## config.mk

```make
export PLATFORM = sky130hd
export DESIGN_NAME = vmt_timing_top
export DESIGN_NICKNAME = d
export VERILOG_FILES = /design/src/vmt_span_ctr.v /design/src/vmt_clk_gen.v /design/src/vmt_timing_top.v
export VERILOG_INCLUDE_DIRS = /design/src
export SDC_FILE = /design/constraint.sdc
export NUM_CORES = 1
export LEC_CHECK = 0
export ABC_AREA = 1
export ABC_CLOCK_PERIOD_IN_PS = 6500
export BUFFER_PORTS_ARGS = -buffer_cell sky130_fd_sc_hd__clkbuf_2
export CORE_AREA = 5 5 209 211
export DETAILED_ROUTE_END_ITERATION = 8
export DIE_AREA = 0 0 214 216
export GPL_TIMING_DRIVEN = 0
export SYNTH_ARGS = -nofsm -noshare
export SYNTH_HDL_FRONTEND = slang
export SYNTH_SLANG_ARGS = --single-unit
```

## constraint.sdc

```tcl
create_clock -name ref_clk -period 6.5 [get_ports ref_clk]
set_clock_uncertainty 0.1 [all_clocks]
set_input_delay 0.975 -clock ref_clk [delete_from_list [all_inputs] [get_ports ref_clk]]
set_output_delay 0.975 -clock ref_clk [all_outputs]
set_load 0.01 [all_outputs]
```

## src/vmt_defines.vh

```
`ifndef VMT_DEFINES_VH
`define VMT_DEFINES_VH
// Register offsets
`define VMT_REG_MODE 8'h10
`define VMT_REG_OPT_A 8'h11
`define VMT_REG_QCK 8'h14
`define VMT_REG_OPT_B 8'h16
`define VMT_REG_PARTNER 8'h18
`define VMT_REG_XOFF_HI 8'h58
`define VMT_REG_XOFF_LO 8'h59
`define VMT_REG_YOFF_HI 8'h5a
`define VMT_REG_YOFF_LO 8'h5b
`define VMT_REG_LINE_HI 8'h60
`define VMT_REG_LINE_LO 8'h61
`define VMT_REG_FIELD_HI 8'h62
`define VMT_REG_FIELD_LO 8'h63
`define VMT_REG_CLKDIV 8'h64
// Field positions
`define VMT_RATE_BIT 3
`define VMT_BLACK_BIT 5
`define VMT_SHUFFLE_BIT 7
`define VMT_PREDIV_BIT 7
`define VMT_PARTNER_BIT 0
// Mode codes in bits [1:0] of the mode register
`define VMT_MODE_FULL 2'h0
`define VMT_MODE_BCAST 2'h1
`define VMT_MODE_CROP 2'h2
`define VMT_MODE_SUBS 2'h3
// Reset values and the free clock setup code
`define VMT_RST_MODE 8'h00
`define VMT_RST_OPT_A 8'h80
`define VMT_RST_PARTNER 8'h01
`define VMT_QCK_FREE 8'h04
// Line and field lengths minus one
`define VMT_LINE_PAL 9'h1c5
`define VMT_LINE_NTSC 9'h16b
`define VMT_LINE_F25 9'h1f3
`define VMT_LINE_F30 9'h19f
`define VMT_LINE_Q25 9'h0f9
`define VMT_LINE_Q30 9'h0cf
`define VMT_FIELD_PAL 9'h137
`define VMT_FIELD_NTSC 9'h105
`define VMT_FIELD_FULL 9'h13f
`define VMT_FIELD_Q 9'h09f
// System clock divisors
`define VMT_DIV_BCAST 4'h2
`define VMT_DIV_FULL 4'h4
`define VMT_DIV_Q 4'h8
// Image sizes and fixed offsets
`define VMT_W_FULL 9'h164
`define VMT_H_FULL 9'h124
`define VMT_W_NTSC 9'h132
`define VMT_H_NTSC 9'h0f4
`define VMT_W_Q 9'h0b4
`define VMT_H_Q 9'h094
`define VMT_X_FULL 9'h005
`define VMT_Y_FULL 9'h005
`define VMT_X_NTSC 9'h01d
`define VMT_Y_NTSC 9'h01d
`define VMT_X_Q 9'h05d
`define VMT_Y_Q 9'h04d
// Cropped offset limits and row classes
`define VMT_X_MIN 9'h001
`define VMT_X_MAX 9'h0b9
`define VMT_Y_MIN 9'h005
`define VMT_Y_MAX 9'h095
`define VMT_ROW_VIS_MIN 9'h005
`define VMT_ROW_VIS_MAX 9'h128
`define VMT_BLACK_ROW0 9'h001
`define VMT_BLACK_ROWS 9'h004
`endif

```

## src/vmt_span_ctr.v

```verilog
`timescale 1ns/100ps
// Wrapping position counter shared by the pixel and line dimensions
module vmt_span_ctr #(
  parameter WIDTH = 9
) (
  // Clock and reset
  input wire ref_clk,
  input wire sys_rst,
  // Control
  input wire clr,
  input wire en,
  input wire [WIDTH-1:0] last,
  // Status
  output reg [WIDTH-1:0] count,
  output wire wrap
);

  // Wrap is taken on the last count; a shortened limit also wraps at once
  assign wrap = en && (count >= last);

  // Counter restarts from zero on clear so leaving low power is clean
  always @(posedge ref_clk) begin
    if (sys_rst || clr) begin
      count <= {WIDTH{1'b0}};
    end else if (wrap) begin
      count <= {WIDTH{1'b0}};
    end else if (en) begin
      count <= count + {{(WIDTH-1){1'b0}}, 1'b1};
    end
  end

endmodule

```

## src/vmt_clk_gen.v

```verilog
`timescale 1ns/100ps
`include "vmt_defines.vh"
// Pixel tick generator: optional 1.5 pre-divider, then system times pixel divisor
module vmt_clk_gen (
  // Clock and reset
  input wire ref_clk,
  input wire sys_rst,
  // Setup
  input wire run,
  input wire pre_div_en,
  input wire [3:0] sys_div,
  input wire [3:0] pix_div,
  // Pixel rate enable
  output reg tick
);

  reg [1:0] pre_cnt;
  reg [7:0] div_cnt;
  wire pre_tick;
  wire [8:0] total;
  wire [7:0] div_last;

  // Two enables in every three cycles gives the 1.5 pre-division
  assign pre_tick = run && (!pre_div_en || (pre_cnt != 2'h2));
  // Divisor 0 in the low nibble means divide by one of the pixel clock
  assign total = {5'h00, sys_div} * {4'h0, ({1'b0, pix_div} + 5'h01)};
  assign div_last = total[7:0] - 8'h01;

  // Pre-divider phase
  always @(posedge ref_clk) begin
    if (sys_rst || !run) begin
      pre_cnt <= 2'h0;
    end else if (pre_cnt == 2'h2) begin
      pre_cnt <= 2'h0;
    end else begin
      pre_cnt <= pre_cnt + 2'h1;
    end
  end

  // Main divider; a zero system divisor ticks on every enable, whatever the pixel divisor
  always @(posedge ref_clk) begin
    if (sys_rst || !run) begin
      div_cnt <= 8'h00;
      tick <= 1'b0;
    end else begin
      tick <= 1'b0;
      if (pre_tick) begin
        if (div_cnt >= div_last || total == 9'h000) begin
          div_cnt <= 8'h00;
          tick <= 1'b1;
        end else begin
          div_cnt <= div_cnt + 8'h01;
        end
      end
    end
  end

endmodule

```

## src/vmt_timing_top.v

```verilog
`timescale 1ns/100ps
`include "vmt_defines.vh"
// Video mode timing and readout address control
module vmt_timing_top (
  // Clock and reset
  input wire ref_clk,
  input wire sys_rst,
  // Register port from the serial interface
  input wire reg_wr,
  input wire reg_rd,
  input wire [7:0] reg_addr,
  input wire [7:0] reg_wdata,
  output reg [7:0] reg_rdata,
  // Power control
  input wire low_power,
  // Readout address and qualifiers
  output reg [8:0] x_addr,
  output reg [8:0] y_addr,
  output reg pix_valid,
  output reg black_line,
  output reg line_start,
  output reg field_start,
  output reg odd_field,
  // Frame grabber setup
  output wire qck_free_en,
  output wire shuffle_en
);

  // Host-visible setup registers
  reg [7:0] mode;
  reg [7:0] opt_a;
  reg [7:0] qck_setup;
  reg [7:0] opt_b;
  reg [7:0] partner;

  // Timing lengths, divisor and cropped offsets
  reg [8:0] line_len;
  reg [8:0] field_len;
  reg [7:0] clk_div;
  reg [8:0] x_off;
  reg [8:0] y_off;

  // Values a mode write forces into the dependent registers
  reg [8:0] next_line;
  reg [8:0] next_field;
  reg [3:0] next_div;
  reg next_bcast;

  // Window size and origin of the selected mode
  reg [8:0] img_w;
  reg [8:0] img_h;
  reg [8:0] x_base;
  reg [8:0] y_base;

  // Position within the window after shuffle and subsampling
  reg [8:0] x_pos;
  reg [8:0] y_pos;
  reg [8:0] shuf;

  // Clamped offsets and read data
  reg [8:0] clamp_x;
  reg [8:0] clamp_y;
  reg [7:0] next_rdata;

  // Mode decode and rate enable
  wire run;
  wire tick;
  wire mode_wr;
  wire [1:0] cur_mode;
  wire subs;
  wire black_en;

  // Raster counters
  wire [8:0] hcnt;
  wire [8:0] vcnt;
  wire hwrap;
  wire vwrap;
  wire [8:0] v_last;

  // Window qualifiers and next addresses
  wire [8:0] half_w;
  wire [8:0] blk_idx;
  wire h_act;
  wire v_act;
  wire blk_act;
  wire [8:0] x_next;
  wire [8:0] y_next;
  wire row_vis;

  // Decodes and setup outputs come straight from the registers
  assign run = !low_power;
  assign mode_wr = reg_wr && (reg_addr == `VMT_REG_MODE);
  assign cur_mode = mode[1:0];
  assign subs = (cur_mode == `VMT_MODE_SUBS);
  assign qck_free_en = (qck_setup == `VMT_QCK_FREE);
  assign shuffle_en = opt_a[`VMT_SHUFFLE_BIT];
  assign black_en = opt_a[`VMT_BLACK_BIT];

  // Values a mode write forces, taken from the byte being written
  always @* begin
    next_bcast = 1'b0;
    case (reg_wdata[1:0])
      `VMT_MODE_FULL: begin
        // Same 320 lines for both rates; only the line is stretched
        next_line = reg_wdata[`VMT_RATE_BIT] ? `VMT_LINE_F25 : `VMT_LINE_F30;
        next_field = `VMT_FIELD_FULL;
        next_div = `VMT_DIV_FULL;
      end
      `VMT_MODE_BCAST: begin
        // Rate bit picks 50 field timing over 60 field timing
        next_line = reg_wdata[`VMT_RATE_BIT] ? `VMT_LINE_PAL : `VMT_LINE_NTSC;
        next_field = reg_wdata[`VMT_RATE_BIT] ? `VMT_FIELD_PAL : `VMT_FIELD_NTSC;
        next_div = `VMT_DIV_BCAST;
        next_bcast = 1'b1;
      end
      default: begin
        next_line = reg_wdata[`VMT_RATE_BIT] ? `VMT_LINE_Q25 : `VMT_LINE_Q30;
        next_field = `VMT_FIELD_Q;
        next_div = `VMT_DIV_Q;
      end
    endcase
  end

  // Clamp cropped offsets so a bad write never leaves the permitted window
  always @* begin
    clamp_x = {x_off[8], reg_wdata};
    if (reg_addr == `VMT_REG_XOFF_HI) begin
      clamp_x = {reg_wdata[0], x_off[7:0]};
    end
    if (clamp_x < `VMT_X_MIN) begin
      clamp_x = `VMT_X_MIN;
    end else if (clamp_x > `VMT_X_MAX) begin
      clamp_x = `VMT_X_MAX;
    end
    clamp_y = {y_off[8], reg_wdata};
    if (reg_addr == `VMT_REG_YOFF_HI) begin
      clamp_y = {reg_wdata[0], y_off[7:0]};
    end
    if (clamp_y < `VMT_Y_MIN) begin
      clamp_y = `VMT_Y_MIN;
    end else if (clamp_y > `VMT_Y_MAX) begin
      clamp_y = `VMT_Y_MAX;
    end
  end

  // Register file; a mode write overrides the dependent registers
  always @(posedge ref_clk) begin
    if (sys_rst) begin
      mode <= `VMT_RST_MODE;
      opt_a <= `VMT_RST_OPT_A;
      qck_setup <= 8'h00;
      opt_b <= 8'h00;
      partner <= `VMT_RST_PARTNER;
      line_len <= `VMT_LINE_F30;
      field_len <= `VMT_FIELD_FULL;
      clk_div <= {`VMT_DIV_FULL, 4'h0};
      x_off <= `VMT_X_Q;
      y_off <= `VMT_Y_Q;
    end else if (mode_wr) begin
      // Overwrites regardless of what the host put there before
      mode <= reg_wdata;
      line_len <= next_line;
      field_len <= next_field;
      clk_div <= {next_div, 4'h0};
      qck_setup <= next_bcast ? `VMT_QCK_FREE : 8'h00;
      // Without the preferred partner the extra lines stay on in any mode
      opt_a[`VMT_BLACK_BIT] <= next_bcast || !partner[`VMT_PARTNER_BIT];
      // Cropped window goes back to the centre
      x_off <= `VMT_X_Q;
      y_off <= `VMT_Y_Q;
    end else if (reg_wr) begin
      case (reg_addr)
        `VMT_REG_OPT_A: opt_a <= reg_wdata;
        `VMT_REG_QCK: qck_setup <= reg_wdata;
        `VMT_REG_OPT_B: opt_b <= reg_wdata;
        `VMT_REG_PARTNER: partner <= reg_wdata;
        `VMT_REG_LINE_HI: line_len <= {reg_wdata[0], line_len[7:0]};
        `VMT_REG_LINE_LO: line_len <= {line_len[8], reg_wdata};
        `VMT_REG_FIELD_HI: field_len <= {reg_wdata[0], field_len[7:0]};
        `VMT_REG_FIELD_LO: field_len <= {field_len[8], reg_wdata};
        // Host reaches only the pixel divisor nibble
        `VMT_REG_CLKDIV: clk_div <= {clk_div[7:4], reg_wdata[3:0]};
        `VMT_REG_XOFF_HI: x_off <= clamp_x;
        `VMT_REG_XOFF_LO: x_off <= clamp_x;
        `VMT_REG_YOFF_HI: y_off <= clamp_y;
        `VMT_REG_YOFF_LO: y_off <= clamp_y;
        default: ;
      endcase
    end
  end

  // Read mux; unmapped offsets read as zero
  always @* begin
    case (reg_addr)
      `VMT_REG_MODE: next_rdata = mode;
      `VMT_REG_OPT_A: next_rdata = opt_a;
      `VMT_REG_QCK: next_rdata = qck_setup;
      `VMT_REG_OPT_B: next_rdata = opt_b;
      `VMT_REG_PARTNER: next_rdata = partner;
      `VMT_REG_XOFF_HI: next_rdata = {7'h00, x_off[8]};
      `VMT_REG_XOFF_LO: next_rdata = x_off[7:0];
      `VMT_REG_YOFF_HI: next_rdata = {7'h00, y_off[8]};
      `VMT_REG_YOFF_LO: next_rdata = y_off[7:0];
      `VMT_REG_LINE_HI: next_rdata = {7'h00, line_len[8]};
      `VMT_REG_LINE_LO: next_rdata = line_len[7:0];
      `VMT_REG_FIELD_HI: next_rdata = {7'h00, field_len[8]};
      `VMT_REG_FIELD_LO: next_rdata = field_len[7:0];
      `VMT_REG_CLKDIV: next_rdata = clk_div;
      default: next_rdata = 8'h00;
    endcase
  end

  // Read data is held until the next read strobe
  always @(posedge ref_clk) begin
    if (sys_rst) begin
      reg_rdata <= 8'h00;
    end else if (reg_rd) begin
      reg_rdata <= next_rdata;
    end
  end

  // Pixel rate from the input clock
  vmt_clk_gen u_clk (
    .ref_clk(ref_clk),
    .sys_rst(sys_rst),
    .run(run),
    .pre_div_en(opt_b[`VMT_PREDIV_BIT]),
    .sys_div(clk_div[7:4]),
    .pix_div(clk_div[3:0]),
    .tick(tick)
  );

  // Broadcast timing alternates fields of n and n+1 lines
  assign v_last = field_len + {8'h00, (cur_mode == `VMT_MODE_BCAST) && odd_field};

  // Counters are cleared in low power, so wake-up starts a fresh field
  vmt_span_ctr #(.WIDTH(9)) u_hctr (
    .ref_clk(ref_clk),
    .sys_rst(sys_rst),
    .clr(low_power),
    .en(tick),
    .last(line_len),
    .count(hcnt),
    .wrap(hwrap)
  );

  vmt_span_ctr #(.WIDTH(9)) u_vctr (
    .ref_clk(ref_clk),
    .sys_rst(sys_rst),
    .clr(low_power),
    .en(hwrap),
    .last(v_last),
    .count(vcnt),
    .wrap(vwrap)
  );

  // Image size and base offset per mode; only cropped mode takes host offsets
  always @* begin
    case (cur_mode)
      `VMT_MODE_BCAST: begin
        // 60 field timing uses the smaller window, shifted onto a green start
        img_w = mode[`VMT_RATE_BIT] ? `VMT_W_FULL : `VMT_W_NTSC;
        img_h = mode[`VMT_RATE_BIT] ? `VMT_H_FULL : `VMT_H_NTSC;
        x_base = mode[`VMT_RATE_BIT] ? `VMT_X_FULL : `VMT_X_NTSC;
        y_base = mode[`VMT_RATE_BIT] ? `VMT_Y_FULL : `VMT_Y_NTSC;
      end
      `VMT_MODE_CROP: begin
        img_w = `VMT_W_Q;
        img_h = `VMT_H_Q;
        // Low offsets reach the guard columns outside the full image
        x_base = x_off;
        y_base = y_off;
      end
      `VMT_MODE_SUBS: begin
        img_w = `VMT_W_Q;
        img_h = `VMT_H_Q;
        x_base = `VMT_X_FULL;
        y_base = `VMT_Y_FULL;
      end
      default: begin
        // Four spare columns each side; the rows fill the whole visible range, no spare rows
        img_w = `VMT_W_FULL;
        img_h = `VMT_H_FULL;
        x_base = `VMT_X_FULL;
        y_base = `VMT_Y_FULL;
      end
    endcase
  end

  // Window qualifiers; rows past the image feed the extra black lines
  assign half_w = {1'b0, img_w[8:1]};
  assign h_act = (hcnt < img_w);
  assign v_act = (vcnt < img_h);
  assign blk_idx = vcnt - img_h;
  assign blk_act = black_en && !v_act && (blk_idx < `VMT_BLACK_ROWS);

  // Column order: shuffle groups same-colour pixels; subsampling keeps 2 of 4
  always @* begin
    shuf = hcnt;
    if (shuffle_en) begin
      if (hcnt < half_w) begin
        shuf = {hcnt[7:0], 1'b0};
      end else begin
        shuf = {(hcnt[7:0] - half_w[7:0]), 1'b1};
      end
    end
    x_pos = subs ? {shuf[7:1], 1'b0, shuf[0]} : shuf;
    y_pos = subs ? {vcnt[7:1], 1'b0, vcnt[0]} : vcnt;
  end

  // Next addresses; black rows count up from the first black row
  assign x_next = x_base + x_pos;
  assign y_next = blk_act ? (`VMT_BLACK_ROW0 + blk_idx) : (y_base + y_pos);
  // Black and dark rows never count as image
  assign row_vis = (y_next >= `VMT_ROW_VIS_MIN) && (y_next <= `VMT_ROW_VIS_MAX);

  // Address outputs update on each pixel tick
  always @(posedge ref_clk) begin
    if (sys_rst || low_power) begin
      x_addr <= 9'h000;
      y_addr <= 9'h000;
      pix_valid <= 1'b0;
      black_line <= 1'b0;
      line_start <= 1'b0;
      field_start <= 1'b0;
    end else begin
      pix_valid <= tick && h_act && v_act && row_vis;
      black_line <= tick && h_act && blk_act;
      line_start <= tick && (hcnt == 9'h000);
      field_start <= tick && (hcnt == 9'h000) && (vcnt == 9'h000);
      if (tick) begin
        x_addr <= x_next;
        y_addr <= y_next;
      end
    end
  end

  // Field parity; kept across low power so interlace order survives
  always @(posedge ref_clk) begin
    if (sys_rst || mode_wr) begin
      odd_field <= 1'b0;
    end else if (vwrap) begin
      odd_field <= !odd_field;
    end
  end

endmodule

```

==> results.py <==
metrics = {
    "run_status": {
        "status": "completed",
    },
    "sta": {
        "period_minus_slack_ps": 5250,
        "max_slew_margin_pct": 44.9,
        "fmax_mhz": 191,
        "rsz0062_at_grt": "false",
        "final-max-slew-violation-count": 0,
        "finalSetupTns_ps": 0,
        "tightest_slew_ps": 821,
        "finalSetupViolCount": 0,
        "hold_violations": 0,
        "min_period_over_period_pct": 80.7,
    },
    "setup_path": {
        "setup.worst_path.start_class": "flip-flop",
        "path_class": "flip-flop to flip-flop",
        "r2r_cells": 31,
        "crit_path_start": "mode[1]",
        "arrival_ps": 5470,
        "slowest_stage": "dfxtp_1",
        "regToRegStartpoint": "mode[1]",
        "cp.required_ps": 6720,
        "cpMostUsedCell": "nand2_1",
        "path_max_fanout": 7,
        "slowest_delay_ps": 570,
        "reg2reg_setup_slack_ps": 1250,
        "reg2reg_to": "x_addr[7]",
        "crit_path_end_kind": "flip-flop",
    },
    "synth": {
        "syn-cell-area_mm2": 0.0103,
        "synth_cells": 1492,
        "ys.warnings.count": 0,
        "ys_ff_latch": 143,
        "synth-edff-count": 0,
        "seq_area_frac_synth_pct": 27.8,
        "synth_area_leaders": "dfxtp_1, nand2_1, ha_1, inv_1, a21oi_1",
        "syn_avg_cell_area_um2": 6.89,
        "synth.top_cell.area_share_pct": 27.8,
        "async_reset_ff_share_pct": 0,
        "ys.flop_type": "dfxtp_1",
        "yosysTopAreaCell": "dfxtp_1",
        "synth_cell_types": 58,
    },
    "power": {
        "power.total_mw": 2.02,
        "ir_drop_mv": 0.168,
        "power.density_mw_per_mm2": 172,
        "p_leak_nw": 5.39,
    },
    "layout": {
        "drive_gt1_share_pct": 10.2,
        "layout_commonest_cell": "nand2_1",
        "layout_common_cells": "nand2_1, inv_1, a21oi_1, dfxtp_1, nor2_1",
        "area_growth_pct": 14.7,
        "final.fill_count": 4551,
        "fin_nets": 1683,
        "diodes": 0,
    },
    "grt": {
        "grt_antenna_before_repair": 0,
        "grt_pass1_wl_mm": 53.6,
        "grt_pass1_vias": 10061,
        "overflow": 0,
        "grt_max_degree": 17,
        "gr-usage-all-layers_pct": 14.4,
    },
    "floorplan": {
        "rows": 75,
        "coreArea_mm2": 0.0416,
        "die_y_um": 216,
        "dieArea_mm2": 0.0462,
        "start_util_pct": 24.7,
        "ioPinCount": 54,
        "fp.dieW_um": 214,
    },
    "clocking": {
        "cts_tree": "yes",
        "cts_htree_levels": 4,
        "cts_setup_buffers": 0,
        "ctsResizeCount": 0,
        "clk_pin_slew_ps": 70,
        "cts_buffers": 17,
        "cts_sinks": 143,
        "root_buffer": "clkbuf_16",
        "hold_buffers": 0,
        "cts_buffer_depth": 2,
        "clk_latency_ps": 440,
    },
    "worst_hold_path": {
        "whs_endpoint": "u_clk.pre_cnt[0]",
        "worstHoldStart": "u_clk.pre_cnt[0]",
        "hold_depth": 1,
        "min_path_type": "flip-flop to flip-flop",
    },
    "route": {
        "post_drt_wl_per_cell_um": 15.9,
        "drt_pass1_iterations": 5,
        "wl_mm": 33.6,
        "drcViolationCount": 0,
        "final_antenna_net_count": 0,
        "drtIter0Drc": 774,
        "vias": 10300,
        "vias_per_cell": 4.87,
    },
    "place": {
        "port_buffers": 49,
        "place_congestion": 0.943,
        "hpwl_mm": 26.8,
    },
    "job": {
        "drv_cap": 0,
    },
}
## routing by layer
layer	part of all wire (%)	track usage, %	up-vias
met5	0	0	-
met4	3.3	5.39	0
met3	6.7	3.00	78
met2	46	24.0	358
met1	44	18.3	4751
li1	-	-	5113
## cells in the mapped netlist, drive strengths merged, types with 21 or more instances
cell	n
a21oi	153
clkbuf	23
dfxtp	143
ha	88
inv	216
nand2	313
nand3	68
nand4	23
nor2	126
nor3	27
o21ai	129
o22ai	21
xor2	38
## stage by stage
stage | cell area [µm²] | setup slack [ps] | hold WS [ps] | utilization, % | std cells
global placement | 11200 | 1370 | 309 | 27.0 | 2085
CTS | 11800 | 1300 | 324 | 28.4 | 2116
global route | 11800 | 737 | 342 | 28.4 | 2116
floorplan | 10300 | 2200 | 301 | - | 1497
finish | 11800 | 1250 | 323 | 28.4 | 2116
detailed placement | 11200 | 1320 | 315 | 27.0 | 2085
## worst max-delay path, delay by kind of cell, from the launching register on
kind / cells / cell delay [ps]
simple gates: 15 / 1370
compound gates: 6 / 1290
fa+ha+maj: 3 / 780
buf+inv: 5 / 590
flops: 1 / 570
xor+xnor: 1 / 310
mux: 1 / 120
## registers in the layout, summed over array words and instances (netlist names), 8 cells and up
name           count
line_len           9
y_addr             9
opt_a              8
field_len          9
opt_b              8
u_hctr.count       9
mode               8
u_clk.div_cnt      8
y_off              9
partner            8
x_addr             9
reg_rdata          8
u_vctr.count       9
qck_setup          8
x_off              9
## worst max path at each step
stage                  endpoint  slack [ps]
6_report              x_addr[7]        1250
5_1_grt               x_addr[7]         740
2_1_floorplan  u_clk.div_cnt[0]        2200
3_3_place_gp          x_addr[7]        1370
4_1_cts               x_addr[7]        1300
3_5_place_dp          x_addr[7]        1320
## cell families after synthesis
family	Yosys count	synth area share, %
adder cells (fa/ha/maj)	97	12.5
other	2	0.0730
flip-flops	143	27.8
multiplexers	2	0.195
buffers and inverters	258	9.93
AND/OR/NAND/NOR	582	25.4
AO/OA/AOI/OAI	357	19.7
XOR/XNOR	51	4.34
## cell type report
cell class	count	area, µm²	area share [%]
well taps	539	674	5.72
clock inverters	13	136	1.16
multi-input cells	1096	6420	54.4
repair buffers	49	245	2.08
clock buffers	18	439	3.72
flip-flops and latches	143	2860	24.3
inverters	220	828	7.02
plain buffers	38	193	1.63
## power breakdown
part | total [mW] | switching [mW] | internal, mW
Clock | 0.987 | 0.414 | 0.573
Sequential | 0.885 | 0.00349 | 0.881
Combinational | 0.153 | 0.109 | 0.0446
Note: power is estimated with default switching activity, not from simulation.
